### src/flash_guard_pkg.sv
// Shared constants, types and decode functions for flash sector protection.
package flash_guard_pkg;

  ////////////////////////////////////////////////////////////////////////////
  // Register offsets on the byte-wide register port.
  localparam logic [7:0] GUARD_OFS = 8'h04;
  localparam logic [7:0] STATUS_OFS = 8'h05;
  localparam logic [7:0] VADDR_HI_OFS = 8'h06;
  localparam logic [7:0] VADDR_LO_OFS = 8'h07;

  ////////////////////////////////////////////////////////////////////////////
  // Field positions in the guard register and the status register.
  localparam int POL_BIT = 7;
  localparam int SPARE_BIT = 6;
  localparam int HOFF_BIT = 5;
  localparam int HSZ_LO = 3;
  localparam int LOFF_BIT = 2;
  localparam int LSZ_LO = 0;
  localparam int VIOL_BIT = 5;
  localparam int REFUSED_BIT = 0;

  ////////////////////////////////////////////////////////////////////////////
  // Values after reset and nonvolatile source of the guard byte.
  localparam logic [7:0] GUARD_RST = 8'hff;
  localparam logic [15:0] VADDR_RST = 16'h0000;
  localparam logic [15:0] NV_GUARD_ADDR = 16'hff0d;

  ////////////////////////////////////////////////////////////////////////////
  // Range bounds.
  localparam logic [15:0] LOW_BASE = 16'h4000;
  localparam logic [15:0] HIGH_END = 16'hffff;
  localparam int PROBES = 9;
  // One address inside each region that the two ranges can split the map into, except 16'h6000 to 16'hbfff, which decodes like 16'h0000.
  localparam logic [15:0] PROBE_ADDR [PROBES] = '{16'h0000, 16'h4000,
    16'h4400, 16'h4800, 16'h5000, 16'hc000, 16'he000, 16'hf000, 16'hf800};

  ////////////////////////////////////////////////////////////////////////////
  // Types.
  typedef enum logic [1:0] {
    CMD_PROGRAM = 2'h0,
    CMD_SECTOR_ERASE = 2'h1,
    CMD_MASS_ERASE = 2'h2
  } cmd_kind_t;

  typedef enum logic [1:0] {
    ST_LOAD = 2'h1,
    ST_RUN = 2'h2
  } state_t;

  ////////////////////////////////////////////////////////////////////////////
  // Decode functions.
  function automatic logic [15:0] high_start(input logic [1:0] sz);
    case (sz)
      2'h0: high_start = 16'hf800;
      2'h1: high_start = 16'hf000;
      2'h2: high_start = 16'he000;
      default: high_start = 16'hc000;
    endcase
  endfunction

  function automatic logic [15:0] low_end(input logic [1:0] sz);
    case (sz)
      2'h0: low_end = 16'h43ff;
      2'h1: low_end = 16'h47ff;
      2'h2: low_end = 16'h4fff;
      default: low_end = 16'h5fff;
    endcase
  endfunction

  // True when the address is guarded under the given guard byte.
  function automatic logic is_guarded(input logic [7:0] cfg,
                                      input logic [15:0] addr);
    logic hi_sel;
    logic lo_sel;
    hi_sel = !cfg[HOFF_BIT] && (addr >= high_start(cfg[HSZ_LO +: 2]));
    lo_sel = !cfg[LOFF_BIT] && (addr >= LOW_BASE) &&
             (addr <= low_end(cfg[LSZ_LO +: 2]));
    is_guarded = cfg[POL_BIT] ? (hi_sel || lo_sel) : !(hi_sel || lo_sel);
  endfunction

endpackage

### src/guard_address_check.sv
// Combinational protection decision for one command target address.
module guard_address_check (
  // Active guard byte.
  input wire logic [7:0] cfg,
  // Command target.
  input wire logic [15:0] addr,
  // Decision.
  output logic addr_guarded,
  output logic mass_allowed
);

  ////////////////////////////////////////////////////////////////////////////
  // The decision is settled before launch, so no cycle is lost.
  always_comb begin
    addr_guarded = flash_guard_pkg::is_guarded(cfg, addr);
    mass_allowed = cfg[flash_guard_pkg::POL_BIT] &&
                   cfg[flash_guard_pkg::HOFF_BIT] &&
                   cfg[flash_guard_pkg::LOFF_BIT];
  end

endmodule

### src/guard_write_filter.sv
// Filters a software write to the guard byte so protection only grows.
module guard_write_filter (
  // Current and proposed guard bytes.
  input wire logic [7:0] cur_cfg,
  input wire logic [7:0] wr_cfg,
  // Filtered result.
  output logic [7:0] merged_cfg,
  output logic accept
);

  logic [flash_guard_pkg::PROBES-1:0] keeps;

  ////////////////////////////////////////////////////////////////////////////
  // Field-level write restrictions.
  always_comb begin
    merged_cfg = wr_cfg;
    merged_cfg[flash_guard_pkg::POL_BIT] =
      cur_cfg[flash_guard_pkg::POL_BIT] &
      wr_cfg[flash_guard_pkg::POL_BIT];
    if (!cur_cfg[flash_guard_pkg::LOFF_BIT]) begin
      merged_cfg[flash_guard_pkg::LSZ_LO +: 2] =
        cur_cfg[flash_guard_pkg::LSZ_LO +: 2];
    end
    if (!cur_cfg[flash_guard_pkg::HOFF_BIT]) begin
      merged_cfg[flash_guard_pkg::HSZ_LO +: 2] =
        cur_cfg[flash_guard_pkg::HSZ_LO +: 2];
    end
  end

  ////////////////////////////////////////////////////////////////////////////
  // Every region guarded now must stay guarded; one probe per region is
  // enough because 16'h6000 to 16'hbfff, the one span without a probe, decodes like 16'h0000.
  genvar gi;
  generate
    for (gi = 0; gi < flash_guard_pkg::PROBES; gi++) begin : g_probe
      assign keeps[gi] =
        !flash_guard_pkg::is_guarded(cur_cfg,
                                     flash_guard_pkg::PROBE_ADDR[gi]) ||
        flash_guard_pkg::is_guarded(merged_cfg,
                                    flash_guard_pkg::PROBE_ADDR[gi]);
    end
  endgenerate

  assign accept = &keeps;

endmodule

### src/flash_sector_protection.sv
// Flash sector protection: guard register, reset-time load, command check.
module flash_sector_protection (
  // Clock and reset.
  input wire logic clk,
  input wire logic rst,
  // Register port.
  input wire logic [7:0] reg_addr,
  input wire logic [7:0] reg_wdata,
  input wire logic reg_wr,
  input wire logic reg_rd,
  output logic [7:0] reg_rdata,
  // Nonvolatile guard byte fetch during the reset sequence.
  output logic nv_load_req,
  output logic [15:0] nv_load_addr,
  input wire logic nv_load_valid,
  input wire logic [7:0] nv_load_data,
  // Command requests from the flash command controller.
  input wire logic cmd_valid,
  input wire logic [1:0] cmd_kind,
  input wire logic [15:0] cmd_addr,
  output logic cmd_ready,
  output logic cmd_launch,
  output logic cmd_blocked,
  // Protection state for the array.
  output logic [7:0] guard_cfg,
  output logic guard_violation_flag
);

  ////////////////////////////////////////////////////////////////////////////
  // State.
  flash_guard_pkg::state_t state_ff;
  flash_guard_pkg::state_t nxt_state;
  logic [7:0] guard_ff;
  logic [7:0] nxt_guard;
  logic viol_ff;
  logic nxt_viol;
  logic refused_ff;
  logic nxt_refused;
  logic [15:0] vaddr_ff;
  logic [7:0] rdata_ff;
  logic nv_req_ff;
  logic [15:0] nv_addr_ff;
  logic ready_ff;
  logic launch_ff;
  logic blocked_ff;

  ////////////////////////////////////////////////////////////////////////////
  // Decoded strobes and helper terms.
  logic running;
  logic wr_guard;
  logic wr_status;
  logic cmd_take;
  logic cmd_bad;
  logic cmd_known;
  logic addr_guarded;
  logic mass_allowed;
  logic [7:0] merged_cfg;
  logic write_ok;

  assign running = (state_ff == flash_guard_pkg::ST_RUN);
  assign wr_guard = reg_wr && (reg_addr == flash_guard_pkg::GUARD_OFS);
  assign wr_status = reg_wr && (reg_addr == flash_guard_pkg::STATUS_OFS);

  ////////////////////////////////////////////////////////////////////////////
  // Address check and write filter.
  guard_address_check u_check (
    .cfg(guard_ff),
    .addr(cmd_addr),
    .addr_guarded(addr_guarded),
    .mass_allowed(mass_allowed)
  );

  guard_write_filter u_filter (
    .cur_cfg(guard_ff),
    .wr_cfg(reg_wdata),
    .merged_cfg(merged_cfg),
    .accept(write_ok)
  );

  ////////////////////////////////////////////////////////////////////////////
  // Reset sequence: fetch the guard byte before any command may run.
  always_comb begin
    nxt_state = state_ff;
    case (state_ff)
      flash_guard_pkg::ST_LOAD: begin
        if (nv_load_valid) begin
          nxt_state = flash_guard_pkg::ST_RUN;
        end
      end
      flash_guard_pkg::ST_RUN: begin
        nxt_state = flash_guard_pkg::ST_RUN;
      end
      default: begin
        nxt_state = flash_guard_pkg::ST_LOAD;
      end
    endcase
  end

  always_ff @(posedge clk) begin
    if (rst) begin
      state_ff <= flash_guard_pkg::ST_LOAD;
    end else begin
      state_ff <= nxt_state;
    end
  end

  always_ff @(posedge clk) begin
    if (rst) begin
      nv_req_ff <= 1'b0;
      nv_addr_ff <= flash_guard_pkg::NV_GUARD_ADDR;
    end else begin
      // The request drops in the cycle after the byte arrives.
      nv_req_ff <= (nxt_state == flash_guard_pkg::ST_LOAD);
      nv_addr_ff <= flash_guard_pkg::NV_GUARD_ADDR;
    end
  end

  ////////////////////////////////////////////////////////////////////////////
  // Guard register. The range meaning lives in the shared decode function.
  always_comb begin
    nxt_guard = guard_ff;
    nxt_refused = refused_ff;
    if (state_ff == flash_guard_pkg::ST_LOAD) begin
      if (nv_load_valid) begin
        nxt_guard = nv_load_data;
      end
    end else begin
      if (wr_guard) begin
        if (write_ok) begin
          nxt_guard = merged_cfg;
        end else begin
          // Dropped whole, not partly applied.
          nxt_refused = 1'b1;
        end
      end
    end
    if (wr_status && reg_wdata[flash_guard_pkg::REFUSED_BIT]) begin
      if (!(wr_guard && !write_ok && running)) begin
        nxt_refused = 1'b0;
      end
    end
  end

  always_ff @(posedge clk) begin
    if (rst) begin
      guard_ff <= flash_guard_pkg::GUARD_RST;
    end else begin
      guard_ff <= nxt_guard;
    end
  end

  always_ff @(posedge clk) begin
    if (rst) begin
      refused_ff <= 1'b0;
    end else begin
      refused_ff <= nxt_refused;
    end
  end

  ////////////////////////////////////////////////////////////////////////////
  // Command check. The violation flag blocks every launch, so a second
  // bad command cannot overwrite the captured address.
  always_comb begin
    cmd_known = (cmd_kind == flash_guard_pkg::CMD_PROGRAM) ||
                (cmd_kind == flash_guard_pkg::CMD_SECTOR_ERASE) ||
                (cmd_kind == flash_guard_pkg::CMD_MASS_ERASE);
    cmd_take = cmd_valid && running && !viol_ff && cmd_known;
    if (cmd_kind == flash_guard_pkg::CMD_MASS_ERASE) begin
      cmd_bad = !mass_allowed;
    end else begin
      cmd_bad = addr_guarded;
    end
  end

  always_comb begin
    nxt_viol = viol_ff;
    if (wr_status && reg_wdata[flash_guard_pkg::VIOL_BIT]) begin
      nxt_viol = 1'b0;
    end
    // A new violation wins over a clear in the same cycle.
    if (cmd_take && cmd_bad) begin
      nxt_viol = 1'b1;
    end
  end

  always_ff @(posedge clk) begin
    if (rst) begin
      viol_ff <= 1'b0;
    end else begin
      viol_ff <= nxt_viol;
    end
  end

  always_ff @(posedge clk) begin
    if (rst) begin
      vaddr_ff <= flash_guard_pkg::VADDR_RST;
    end else if (cmd_take && cmd_bad) begin
      vaddr_ff <= cmd_addr;
    end
  end

  always_ff @(posedge clk) begin
    if (rst) begin
      launch_ff <= 1'b0;
      blocked_ff <= 1'b0;
    end else begin
      // The array sees a launch only for a clean command.
      launch_ff <= cmd_take && !cmd_bad;
      blocked_ff <= cmd_take && cmd_bad;
    end
  end

  always_ff @(posedge clk) begin
    if (rst) begin
      ready_ff <= 1'b0;
    end else begin
      ready_ff <= (nxt_state == flash_guard_pkg::ST_RUN) && !nxt_viol;
    end
  end

  ////////////////////////////////////////////////////////////////////////////
  // Register reads: data stand only in the cycle after the strobe.
  always_ff @(posedge clk) begin
    if (rst) begin
      rdata_ff <= 8'h00;
    end else if (reg_rd) begin
      case (reg_addr)
        flash_guard_pkg::GUARD_OFS: begin
          rdata_ff <= guard_ff;
        end
        flash_guard_pkg::STATUS_OFS: begin
          rdata_ff <= {2'h0, viol_ff, 4'h0, refused_ff};
        end
        flash_guard_pkg::VADDR_HI_OFS: begin
          rdata_ff <= vaddr_ff[15:8];
        end
        flash_guard_pkg::VADDR_LO_OFS: begin
          rdata_ff <= vaddr_ff[7:0];
        end
        default: begin
          rdata_ff <= 8'h00;
        end
      endcase
    end else begin
      rdata_ff <= 8'h00;
    end
  end

  ////////////////////////////////////////////////////////////////////////////
  // Outputs, each straight from a flip-flop.
  assign reg_rdata = rdata_ff;
  assign nv_load_req = nv_req_ff;
  assign nv_load_addr = nv_addr_ff;
  assign cmd_ready = ready_ff;
  assign cmd_launch = launch_ff;
  assign cmd_blocked = blocked_ff;
  assign guard_cfg = guard_ff;
  assign guard_violation_flag = viol_ff;

endmodule

### config.mk
export PLATFORM = sky130hd
export DESIGN_NAME = flash_sector_protection
export DESIGN_NICKNAME = d
export VERILOG_FILES = /design/src/flash_guard_pkg.sv /design/src/guard_address_check.sv /design/src/guard_write_filter.sv /design/src/flash_sector_protection.sv
export SDC_FILE = /design/constraint.sdc
export NUM_CORES = 1
export LEC_CHECK = 0
export ABC_AREA = 1
export BUFFER_PORTS_ARGS = -buffer_cell sky130_fd_sc_hd__buf_2
export CAP_MARGIN = 20
export CORE_MARGIN = 5
export CORE_UTILIZATION = 51
export CTS_BUF_LIST = sky130_fd_sc_hd__clkbuf_8
export CTS_CLUSTER_DIAMETER = 60
export DETAILED_ROUTE_END_ITERATION = 16
export GPL_ROUTABILITY_DRIVEN = 0
export PLACE_DENSITY = 0.81
export SLEW_MARGIN = 20
export SYNTH_ARGS = -nofsm -noshare
export SYNTH_HDL_FRONTEND = slang
export SYNTH_HIERARCHICAL = 1
export SYNTH_SLANG_ARGS = --single-unit
### constraint.sdc
create_clock -name clk -period 3.4 [get_ports clk]
set_input_delay 0.17 -clock clk [delete_from_list [all_inputs] [get_ports clk]]
set_output_delay 0.17 -clock clk [all_outputs]
set_load 0.02 [all_outputs]
==> reports/results.txt, run 1 <==
The run finished with clean final reports. Hold repair after CTS inserted 0 buffers. The startpoint kind of the worst setup timing path was a flip-flop.

Clock-pin slew was measured on the worst setup and hold paths at 0.08 ns. The top cell type's share of synthesized area was 0.314. The final max-slew violation count is 0. The TritonCTS buffer count came out at 5. For the pin with the worst max-slew slack, the measured transition is 0.582 ns. At the worst endpoint, the arrival time is 2.61 ns.

Counting the fill cells in the layout gives 468. The proportion of synthesized flip-flops having asynchronous set or reset came out at 0. The sink count of the clock tree is 40, and the area of the die is 6510 um2. The cell at the root of the clock tree is sky130_fd_sc_hd__clkbuf_8. For the final count of negative-setup-slack endpoints, the log shows 0. DRC violation count after routing: 0. In the final routed layout, each cell accounts on average for 11.8 um.

The floorplan step defined a core boundary enclosing 4790 um2. The first detailed-routing pass took 4 iterations. The repair_antennas step left the layout with diodes totalling 0. Number of buffer and inverter instances along the worst setup path: 3. For this run the aggregate overflow at the end of global routing stands at 0. After synthesis, the cell types taking the most area are sky130_fd_sc_hd__dfxtp_1 31%, sky130_fd_sc_hd__nand2_1 17%, sky130_fd_sc_hd__nor2_1 8.5%. Pin placement for this block handled 85 I/O pins. The per-cell via count in the routed design was 4.78; the number of H-tree levels was 2.

The final period utilization was 0.711. The largest individual stage delay along the critical path comes from the cell sky130_fd_sc_hd__dfxtp_1. Setup repair after global routing left no endpoint under its margin.

The run gives 0 as the number of max-cap violations. Traced cell by cell, the critical path runs through nor2_1, ha_1, inv_1, nor2_1, nand2_1, nor2_2, nand2_1, nand2_1, nand2_1, nand2_1, nand2_1, nand2_1, inv_1, nand2_1, o21ai_2, nor2_4, inv_4, nor2_1, nor2_1. The run gives 0 as the number of instances resized during post-cts repair.

The initial antenna violation count is 0. The run gives 6 as the synthesis warning total. Total power: 1.75 mW. TritonCTS built the clock tree. In this run the static leakage power is 1.64 nW.

Summed over all layers, the routed wires come to 6220 um. Static timing analysis puts the maximum clock frequency at 414 MHz. Worst relative slew slack: 0.612. The post-synthesis instance area is 2550 um2, and the total setup buffers inserted after CTS is 0. The tools report the global-route total usage across every layer as 0.193. The final period demand of the worst path came out at 2.42 ns. The number of synthesized flops with an enable pin came out at 0.

The post-synthesis cell type count came out at 32. The logs give 2194 for the number of global-route vias before repair and 25 for the row count. The critical path's most frequent cell was sky130_fd_sc_hd__nand2_1. Compared with the post-synthesis result, the final layout area differs by 15.4%.

Across the VDD grid, the largest voltage drop is 0.317 mV. The logs give 0.615 for the final cell utilization of the core and 0.00371 ns for the clock skew after layout. The longest clock path from root to sink contains 2 buffers. The final layout contains 516 nets.

Counting every instance in the synthesized netlist gives 398. The most used flip-flop cell after synthesis is sky130_fd_sc_hd__dfxtp_1. The summed negative setup slack over all endpoints came out at 0 ns. Summed over all instances, the cell type with the most area after synthesis is sky130_fd_sc_hd__dfxtp_1.

Critical path required time: 3.60 ns. Across the whole layout, storage elements account for 801 um2. Ratio of total power to cell area: 596 nW/um2.

Endpoint class of the critical path: a flip-flop. The number of nets with antenna violations after detailed routing came out at 0. The largest fanout on the critical path works out to 19.

Among cell families on the critical path, the largest total delay comes from simple AND/OR/NAND/NOR gates. In this run the worst hold path is classified as in -> reg. For this block, the via count after detailed routing is 2522.

The floorplan step set the die height to 80.7 um. The flip-flop and latch count after synthesis was 40; the fraction of the yosys area taken by sequential cells was 0.314. The die is 80.7 um wide.

The tools report the post-DP HPWL as 4810 um. The first-pass GRT wire length is 9920 um, and the initial core utilization is 0.533. The fraction of final layout cells with drive strength greater than 1 works out to 0.243.

The latest clock arrival within the worst-skew pair was 0.30 ns; the number of buffer cells added on primary ports was 68. The run gives 167 as the first-iteration detailed-routing DRC count. The peak per-stage delay on the critical path works out to 0.46 ns. The class of the most critical setup path was reg -> reg. Entering global routing, the biggest net connects 27 pins. The mean instance size in the synthesized netlist came out at 6.41 um2. In the final layout, the multi-input gates occupy 1410 um2.

The number of hold violations in the final report is 0.
[cells by family (layout without fill, tap and decap cells)]
group                      Yosys count  in the layout  share of synthesized area
and+or+nand+nor                    238            238                      0.422
buffers and inverters               79            128                      0.155
DFF                                 40             40                      0.314
AOI/OAI and AO/OA                   30             30                     0.0633
adders and majority gates            8              8                     0.0393
other                                2             16                    0.00295
xor gates and xnor gates             1              1                    0.00344
[sequential cells by signal (all words and copies together), names as in the netlist]
signal	count
reg_rdata	8
guard_cfg	8
vaddr_ff	16
state_ff	2
cmd_launch	1
refused_ff	1
nv_load_req	1
guard_violation_flag	1
cmd_ready	1
cmd_blocked	1
[cell usage in the layout (no fill, tap or decap)]
cell type,n
sky130_fd_sc_hd__nor3_2,1
sky130_fd_sc_hd__nand3_2,2
sky130_fd_sc_hd__o21ai_1,16
sky130_fd_sc_hd__nor3_1,2
sky130_fd_sc_hd__inv_4,1
sky130_fd_sc_hd__nand3_1,28
sky130_fd_sc_hd__clkbuf_8,5
sky130_fd_sc_hd__nor3_4,2
sky130_fd_sc_hd__clkinv_2,1
sky130_fd_sc_hd__conb_1,16
sky130_fd_sc_hd__nor2_1,58
sky130_fd_sc_hd__xnor2_1,1
sky130_fd_sc_hd__clkinvlp_4,1
sky130_fd_sc_hd__buf_2,68
sky130_fd_sc_hd__nand2_2,4
sky130_fd_sc_hd__nor2_2,12
sky130_fd_sc_hd__nand3_4,1
sky130_fd_sc_hd__nor2_4,2
sky130_fd_sc_hd__dfxtp_1,40
sky130_fd_sc_hd__o21ai_0,7
sky130_fd_sc_hd__inv_1,43
sky130_fd_sc_hd__a21oi_2,1
sky130_fd_sc_hd__nand2_1,115
sky130_fd_sc_hd__a21oi_1,3
sky130_fd_sc_hd__inv_2,8
sky130_fd_sc_hd__o21ai_2,1
sky130_fd_sc_hd__nand4_1,9
sky130_fd_sc_hd__o211ai_1,1
sky130_fd_sc_hd__ha_1,8
sky130_fd_sc_hd__a31oi_1,1
sky130_fd_sc_hd__bufinv_16,1
sky130_fd_sc_hd__nand2_4,1
sky130_fd_sc_hd__nor3b_1,1
[metrics by stage]
step	cells	hold WS (ns)	area [um2]	setup slack (ns)
3_5_place_dp	520	0.436	2830	1.02
3_3_place_gp	520	0.429	2830	1.07
5_1_grt	528	0.134	2940	0.698
6_report	528	0.127	2940	0.983
4_1_cts	528	0.127	2940	1.01
2_1_floorplan	412	0.232	2600	1.27
[final timing paths]
| kind | from | endpoint | slack [ns] | cells past startpoint |
|---|---|---|---|---|
| max | guard_cfg[4] | vaddr_ff[12] | 0.98 | 19 |
| min | cmd_addr[7] | vaddr_ff[7] | 0.13 | 3 |
| max reg2reg | guard_cfg[4] | vaddr_ff[12] | 0.98 | 19 |
| min reg2reg | guard_cfg[6] | guard_cfg[6] | 0.51 | 2 |
[cells in the mapped netlist, types with 2 or more instances]
cell type,instances
sky130_fd_sc_hd__nand2_1,115
sky130_fd_sc_hd__nor3_1,2
sky130_fd_sc_hd__nand4_1,9
sky130_fd_sc_hd__dfxtp_1,40
sky130_fd_sc_hd__inv_1,43
sky130_fd_sc_hd__o21ai_0,7
sky130_fd_sc_hd__nor3_4,2
sky130_fd_sc_hd__buf_4,21
sky130_fd_sc_hd__nand2_2,4
sky130_fd_sc_hd__a21oi_1,3
sky130_fd_sc_hd__nor2_1,58
sky130_fd_sc_hd__nor2_2,12
sky130_fd_sc_hd__buf_6,2
sky130_fd_sc_hd__ha_1,8
sky130_fd_sc_hd__nor2_4,2
sky130_fd_sc_hd__clkbuf_1,3
sky130_fd_sc_hd__inv_2,8
sky130_fd_sc_hd__nand3_2,2
sky130_fd_sc_hd__nand3_1,28
sky130_fd_sc_hd__conb_1,2
sky130_fd_sc_hd__o21ai_1,16
[worst register-to-register path, delay by kind of cell, from the launching register on]
kind	cells	cell delay (ns)
AO/OA/AOI/OAI	1	0.07
buffers and inverters	3	0.27
AND/OR/NAND/NOR	14	1.24
flip-flops	1	0.46
adder cells (fa/ha/maj)	1	0.29
[where the power goes]
part,switching [mW],internal [mW]
combinational,0.471,0.254
sequential,0.102,0.534
clock,0.175,0.217
total,0.748,1.01
[routing by layer]
layer  routed length (um)  up-vias  GRT usage
met4                  102        0     0.0608
met2                 2990       81      0.327
li1                     -     1324          -
met1                 2640     1106      0.237
met3                  493       11     0.0561
met5                    0        -          0
[layout make-up]
cell class / instances / area share
clock inverters: 3 / 0.0145
inverters: 52 / 0.0672
well taps: 67 / 0.0285
multi-input cells: 293 / 0.479
flip-flops and latches: 40 / 0.272
clock buffers: 5 / 0.0234
repair buffers: 68 / 0.116
Power figures use the tool's default switching activity.
==> run 2: changes to the inputs <==
ABC_AREA = 0   (was 1)
CORE_UTILIZATION = 46   (was 51)
PLACE_DENSITY = 0.78   (was 0.81)
clock period = 1.95 ns   (was 3.4 ns; I/O delays follow)
==> run 2 against run 1 <==
Against the previous run:
- the flow now finishes with violations (setup timing)
- fmax barely moved
- power increased by 61%
- final area rose by 2.7%
- clock skew rose by 0.0073 ns
- synthesized cell count fell by 34%
- critical path type unchanged
==> reports/results.txt, run 2 <==
The total overflow reported by the global router came out at 0 (unchanged). The fraction of final layout cells with drive strength greater than 1 was 0.423 (was 0.243). The run gives 6 (unchanged) as the synthesis warning total. Cell types with the largest area share after synthesis: sky130_fd_sc_hd__dfxtp_1 34%, sky130_fd_sc_hd__buf_4 6.8%, sky130_fd_sc_hd__mux2_2 5.3% (was sky130_fd_sc_hd__dfxtp_1 31%, sky130_fd_sc_hd__nand2_1 17%, sky130_fd_sc_hd__nor2_1 8.5%). The final period demand of the worst path was 2.42 ns (about the same). The tools report the quantity of hold-fixing buffers added after cts as 0 (unchanged). The number of nets with antenna violations after detailed routing is 0 (unchanged). The number of buffer cells added on primary ports was 68 (unchanged); the number of H-tree levels was 2 (unchanged).

The maximum clock insertion buffer count was 2 (unchanged); the final period utilization was 1.24 (was 0.711). Ratio of total power to cell area: 933 nW/um2 (was 596 nW/um2). The tools report the via count as 2247 (was 2522). Arrival time of the worst setup path: 2.56 ns (was 2.61 ns).

Top cell types by occurrence after synthesis: 40 x sky130_fd_sc_hd__dfxtp_1, 21 x sky130_fd_sc_hd__buf_4, 21 x sky130_fd_sc_hd__nor2_1, 17 x sky130_fd_sc_hd__a21oi_1, 17 x sky130_fd_sc_hd__nand3_1 (was 115 x sky130_fd_sc_hd__nand2_1, 58 x sky130_fd_sc_hd__nor2_1, 43 x sky130_fd_sc_hd__inv_1, 40 x sky130_fd_sc_hd__dfxtp_1, 28 x sky130_fd_sc_hd__nand3_1). The die extent in x works out to 81.1 um (was 80.7 um). The per-cell via count in the routed design works out to 5.48 (was 4.78). The register bank with the most flops is vaddr_ff (unchanged). The initial antenna violation count is 0 (unchanged), and the clock skew after layout is 0.0110 ns (was 0.00371 ns). The total power is 2.82 mW (was 1.75 mW). The critical path required time is 2.09 ns (was 3.60 ns), and the post-synthesis cell type count is 48 (was 32). Global-route total usage across every layer: 0.205 (was 0.193). The total iterations of the first detailed-routing run was 4 (unchanged); the peak per-stage delay on the critical path was 0.35 ns (was 0.46 ns). The smallest setup slack after layout came out at -0.468 ns (was 0.983 ns). The maximum resistive drop on vdd is 0.585 mV (was 0.317 mV). The cell area after layout is 3020 um2 (was 2940 um2). The layout overhead on the synthesized area was 30.0% (was 15.4%).

For the first-pass GRT wire length, the log shows 10200 um (was 9920 um). The number of global-route vias before repair was 2085 (was 2194); the DRC violation count after routing was 0 (unchanged). The transition at the pin with the smallest max-transition slack is 0.768 ns (was 0.582 ns), and the worst setup slack for register-to-register paths is -0.47 ns (was 0.98 ns). The checks that failed: setup timing. Core region area: 4820 um2 (was 4790 um2). The startpoint kind of the worst setup timing path was a flip-flop (unchanged).

The tools report the worst relative slew slack as 0.488 (was 0.612). The final count of negative-setup-slack endpoints was 20 (was 0). The boundary pin count was 85 (unchanged).

The TritonCTS buffer count was 5 (unchanged); the first-iteration detailed-routing DRC count was 204 (was 167). The flip-flop count of the largest register after layout came out at 16 (unchanged). The most used standard cell by instance count after synthesis was sky130_fd_sc_hd__dfxtp_1 (was sky130_fd_sc_hd__nand2_1). The initial core utilization came out at 0.482 (was 0.533).

For the static leakage power, the log shows 1.29 nW (was 1.64 nW). The hold slack is 0.0721 ns (was 0.127 ns), and the net total in the final layout is 398 (was 516). Cells along the critical path: and2_4, ha_4, nor4b_4, nand4_1, a311oi_2, a31oi_1, xor2_1, inv_2, mux2_4, o21ai_1, a21oi_1 (was nor2_1, ha_1, inv_1, nor2_1, nand2_1, nor2_2, nand2_1, nand2_1, nand2_1, nand2_1, nand2_1, nand2_1, inv_1, nand2_1, o21ai_2, nor2_4, inv_4, nor2_1, nor2_1).

The largest net degree at the start of global routing was 41 (was 27); the post-detailed-placement cell area was 2770 um2 (was 2830 um2). Mean instance size in the synthesized netlist: 8.90 um2 (was 6.41 um2). The run gives 0 (unchanged) as the number of max-cap violations. Kind of path behind the tightest hold check: in -> reg (unchanged). Setup repair after global routing could not meet its margin everywhere.

The flow ran to the end, but the final reports show violations. The number of buffer and inverter instances along the worst setup path came out at 1 (was 3). Area of the die: 6570 um2 (was 6510 um2). The number of synthesized flops with an enable pin is 0 (unchanged). The tools report the endpoint class of the critical path as a flip-flop (unchanged). The largest fanout on the critical path is 8 (was 19), and the number of diodes is 0 (unchanged).

The slowest cell on the critical path is sky130_fd_sc_hd__dfxtp_4 (was sky130_fd_sc_hd__dfxtp_1). For the final max-slew violation count, the log shows 0 (unchanged). Commonest cells after routing, fill and taps aside: 68 x sky130_fd_sc_hd__buf_2, 38 x sky130_fd_sc_hd__dfxtp_1, 21 x sky130_fd_sc_hd__nor2_1 (was 115 x sky130_fd_sc_hd__nand2_1, 68 x sky130_fd_sc_hd__buf_2, 58 x sky130_fd_sc_hd__nor2_1).

The post-DP HPWL was 4800 um (was 4810 um). The critical path's top delay family was compound AO/OA/AOI/OAI gates (was simple AND/OR/NAND/NOR gates). The cell at the root of the clock tree was sky130_fd_sc_hd__clkbuf_8 (unchanged). The top cell type by total area after synthesis was sky130_fd_sc_hd__dfxtp_1 (unchanged).

The flip-flop and latch count after synthesis is 40 (unchanged), and the fraction of the yosys area taken by sequential cells is 0.345 (was 0.314). Sink count of the clock tree: 40 (unchanged). The chip height is 81.1 um (was 80.7 um), and the synthesized netlist cell count is 261 (was 398). Commonest non-fill, non-tap cell in the layout: sky130_fd_sc_hd__buf_2 (was sky130_fd_sc_hd__nand2_1). For the row count, the log shows 25 (unchanged).

The top cell type's share of synthesized area came out at 0.345 (was 0.314). TritonCTS built the clock tree. Maximum clock frequency: 414 MHz (about the same). The detail-routed net length per standard cell works out to 16.2 um (was 11.8 um). The clock-pin slew reported for the worst setup and hold paths after clock tree synthesis came out at 0.08 ns (about the same). Post-synthesis instance area: 2320 um2 (was 2550 um2). The flip-flop cell with the highest count after synthesis was sky130_fd_sc_hd__dfxtp_1 (unchanged).

The number of hold violations in the final report was 0 (unchanged). For the total routed wirelength, the log shows 6630 um (was 6220 um). The proportion of synthesized flip-flops having asynchronous set or reset was 0 (unchanged); the latest clock arrival within the worst-skew pair was 0.30 ns (about the same). The class of the most critical setup path is reg -> reg (unchanged).
run 2: changes by cell type in the layout (fill, tap and decap cells not counted), moves of 8 or more:
cell	before	now
sky130_fd_sc_hd__mux2i_1	0	8
sky130_fd_sc_hd__nand3_1	28	14
sky130_fd_sc_hd__mux2_2	0	10
sky130_fd_sc_hd__nor2_2	12	1
sky130_fd_sc_hd__inv_1	43	8
sky130_fd_sc_hd__a211oi_1	0	8
sky130_fd_sc_hd__a21oi_1	3	15
sky130_fd_sc_hd__nor2_1	58	21
sky130_fd_sc_hd__nor2b_1	0	13
sky130_fd_sc_hd__nand2_1	115	7
sky130_fd_sc_hd__buf_4	0	20
run 2: cells by family (layout without fill, tap and decap cells):
kind of cell               after synthesis  after routing  share of synthesized area
other                                    2             16                    0.00323
and+or+nand+nor                         85             85                      0.218
adders and majority gates                8              8                     0.0431
muxes                                   22             24                      0.113
AOI/OAI and AO/OA                       60             60                      0.162
buffers and inverters                   41            107                      0.105
DFF                                     40             40                      0.345
xor gates and xnor gates                 3              3                     0.0113
run 2: worst paths after layout:
check / startpoint / endpoint / depth (start not counted)
worst min register to register: vaddr_ff[14] / vaddr_ff[14] / 2
worst min-delay path: cmd_addr[1] / vaddr_ff[1] / 3
worst max register to register: guard_cfg[3] / vaddr_ff[15] / 11
worst max-delay path: guard_cfg[3] / vaddr_ff[15] / 11
run 2: final cells by class:
| type | instances | area, um2 |
|---|---|---|
| Fill cell | 426 | 1800 |
| Multi-Input combinational cell | 196 | 1460 |
| Sequential cell | 40 | 808 |
| Timing Repair Buffer | 91 | 542 |
| Tap cell | 67 | 83.8 |
| Clock buffer | 6 | 82.6 |
| Inverter | 8 | 30.0 |
| Clock inverter | 2 | 11.3 |
run 2: per-stage QoR:
stage,util,setup slack (ns),setup TNS [ns],cells
3_3_place_gp,0.575,-0.355,-6.04,395
4_1_cts,0.611,-0.403,-7.15,406
5_1_grt,0.627,-0.627,-11.29,410
3_5_place_dp,0.575,-0.471,-7.53,395
2_1_floorplan,-,-0.308,-5.12,275
6_report,0.627,-0.468,-8.86,410
run 2: where the power goes:
| group | switching (mW) | internal (mW) |
|---|---|---|
| Clock | 0.287 | 0.282 |
| Combinational | 0.710 | 0.573 |
| Sequential | 0.0689 | 0.897 |
run 2: metal layers:
layer,track usage,up-vias,share of wire
li1,-,1069,-
met1,0.266,1023,0.40
met2,0.333,137,0.47
met3,0.0455,18,0.10
met4,0.0743,0,0.022
met5,0,-,0
run 2: worst min-delay path, delay by kind of cell:
kind | cells | cell delay (ns)
and+or+nand+nor | 1 | 0.05
AOI/OAI and AO/OA | 1 | 0.05
buffers and inverters | 1 | 0.13
run 2: timing repair:
| action | CTS | global route |
|---|---|---|
| buffers inserted | 1 | 4 |
| cloned | 2 | 0 |
| pin swaps | 5 | 4 |
| setup endpoints to repair | 20 | 21 |
| gates resized for setup | 15 | 12 |
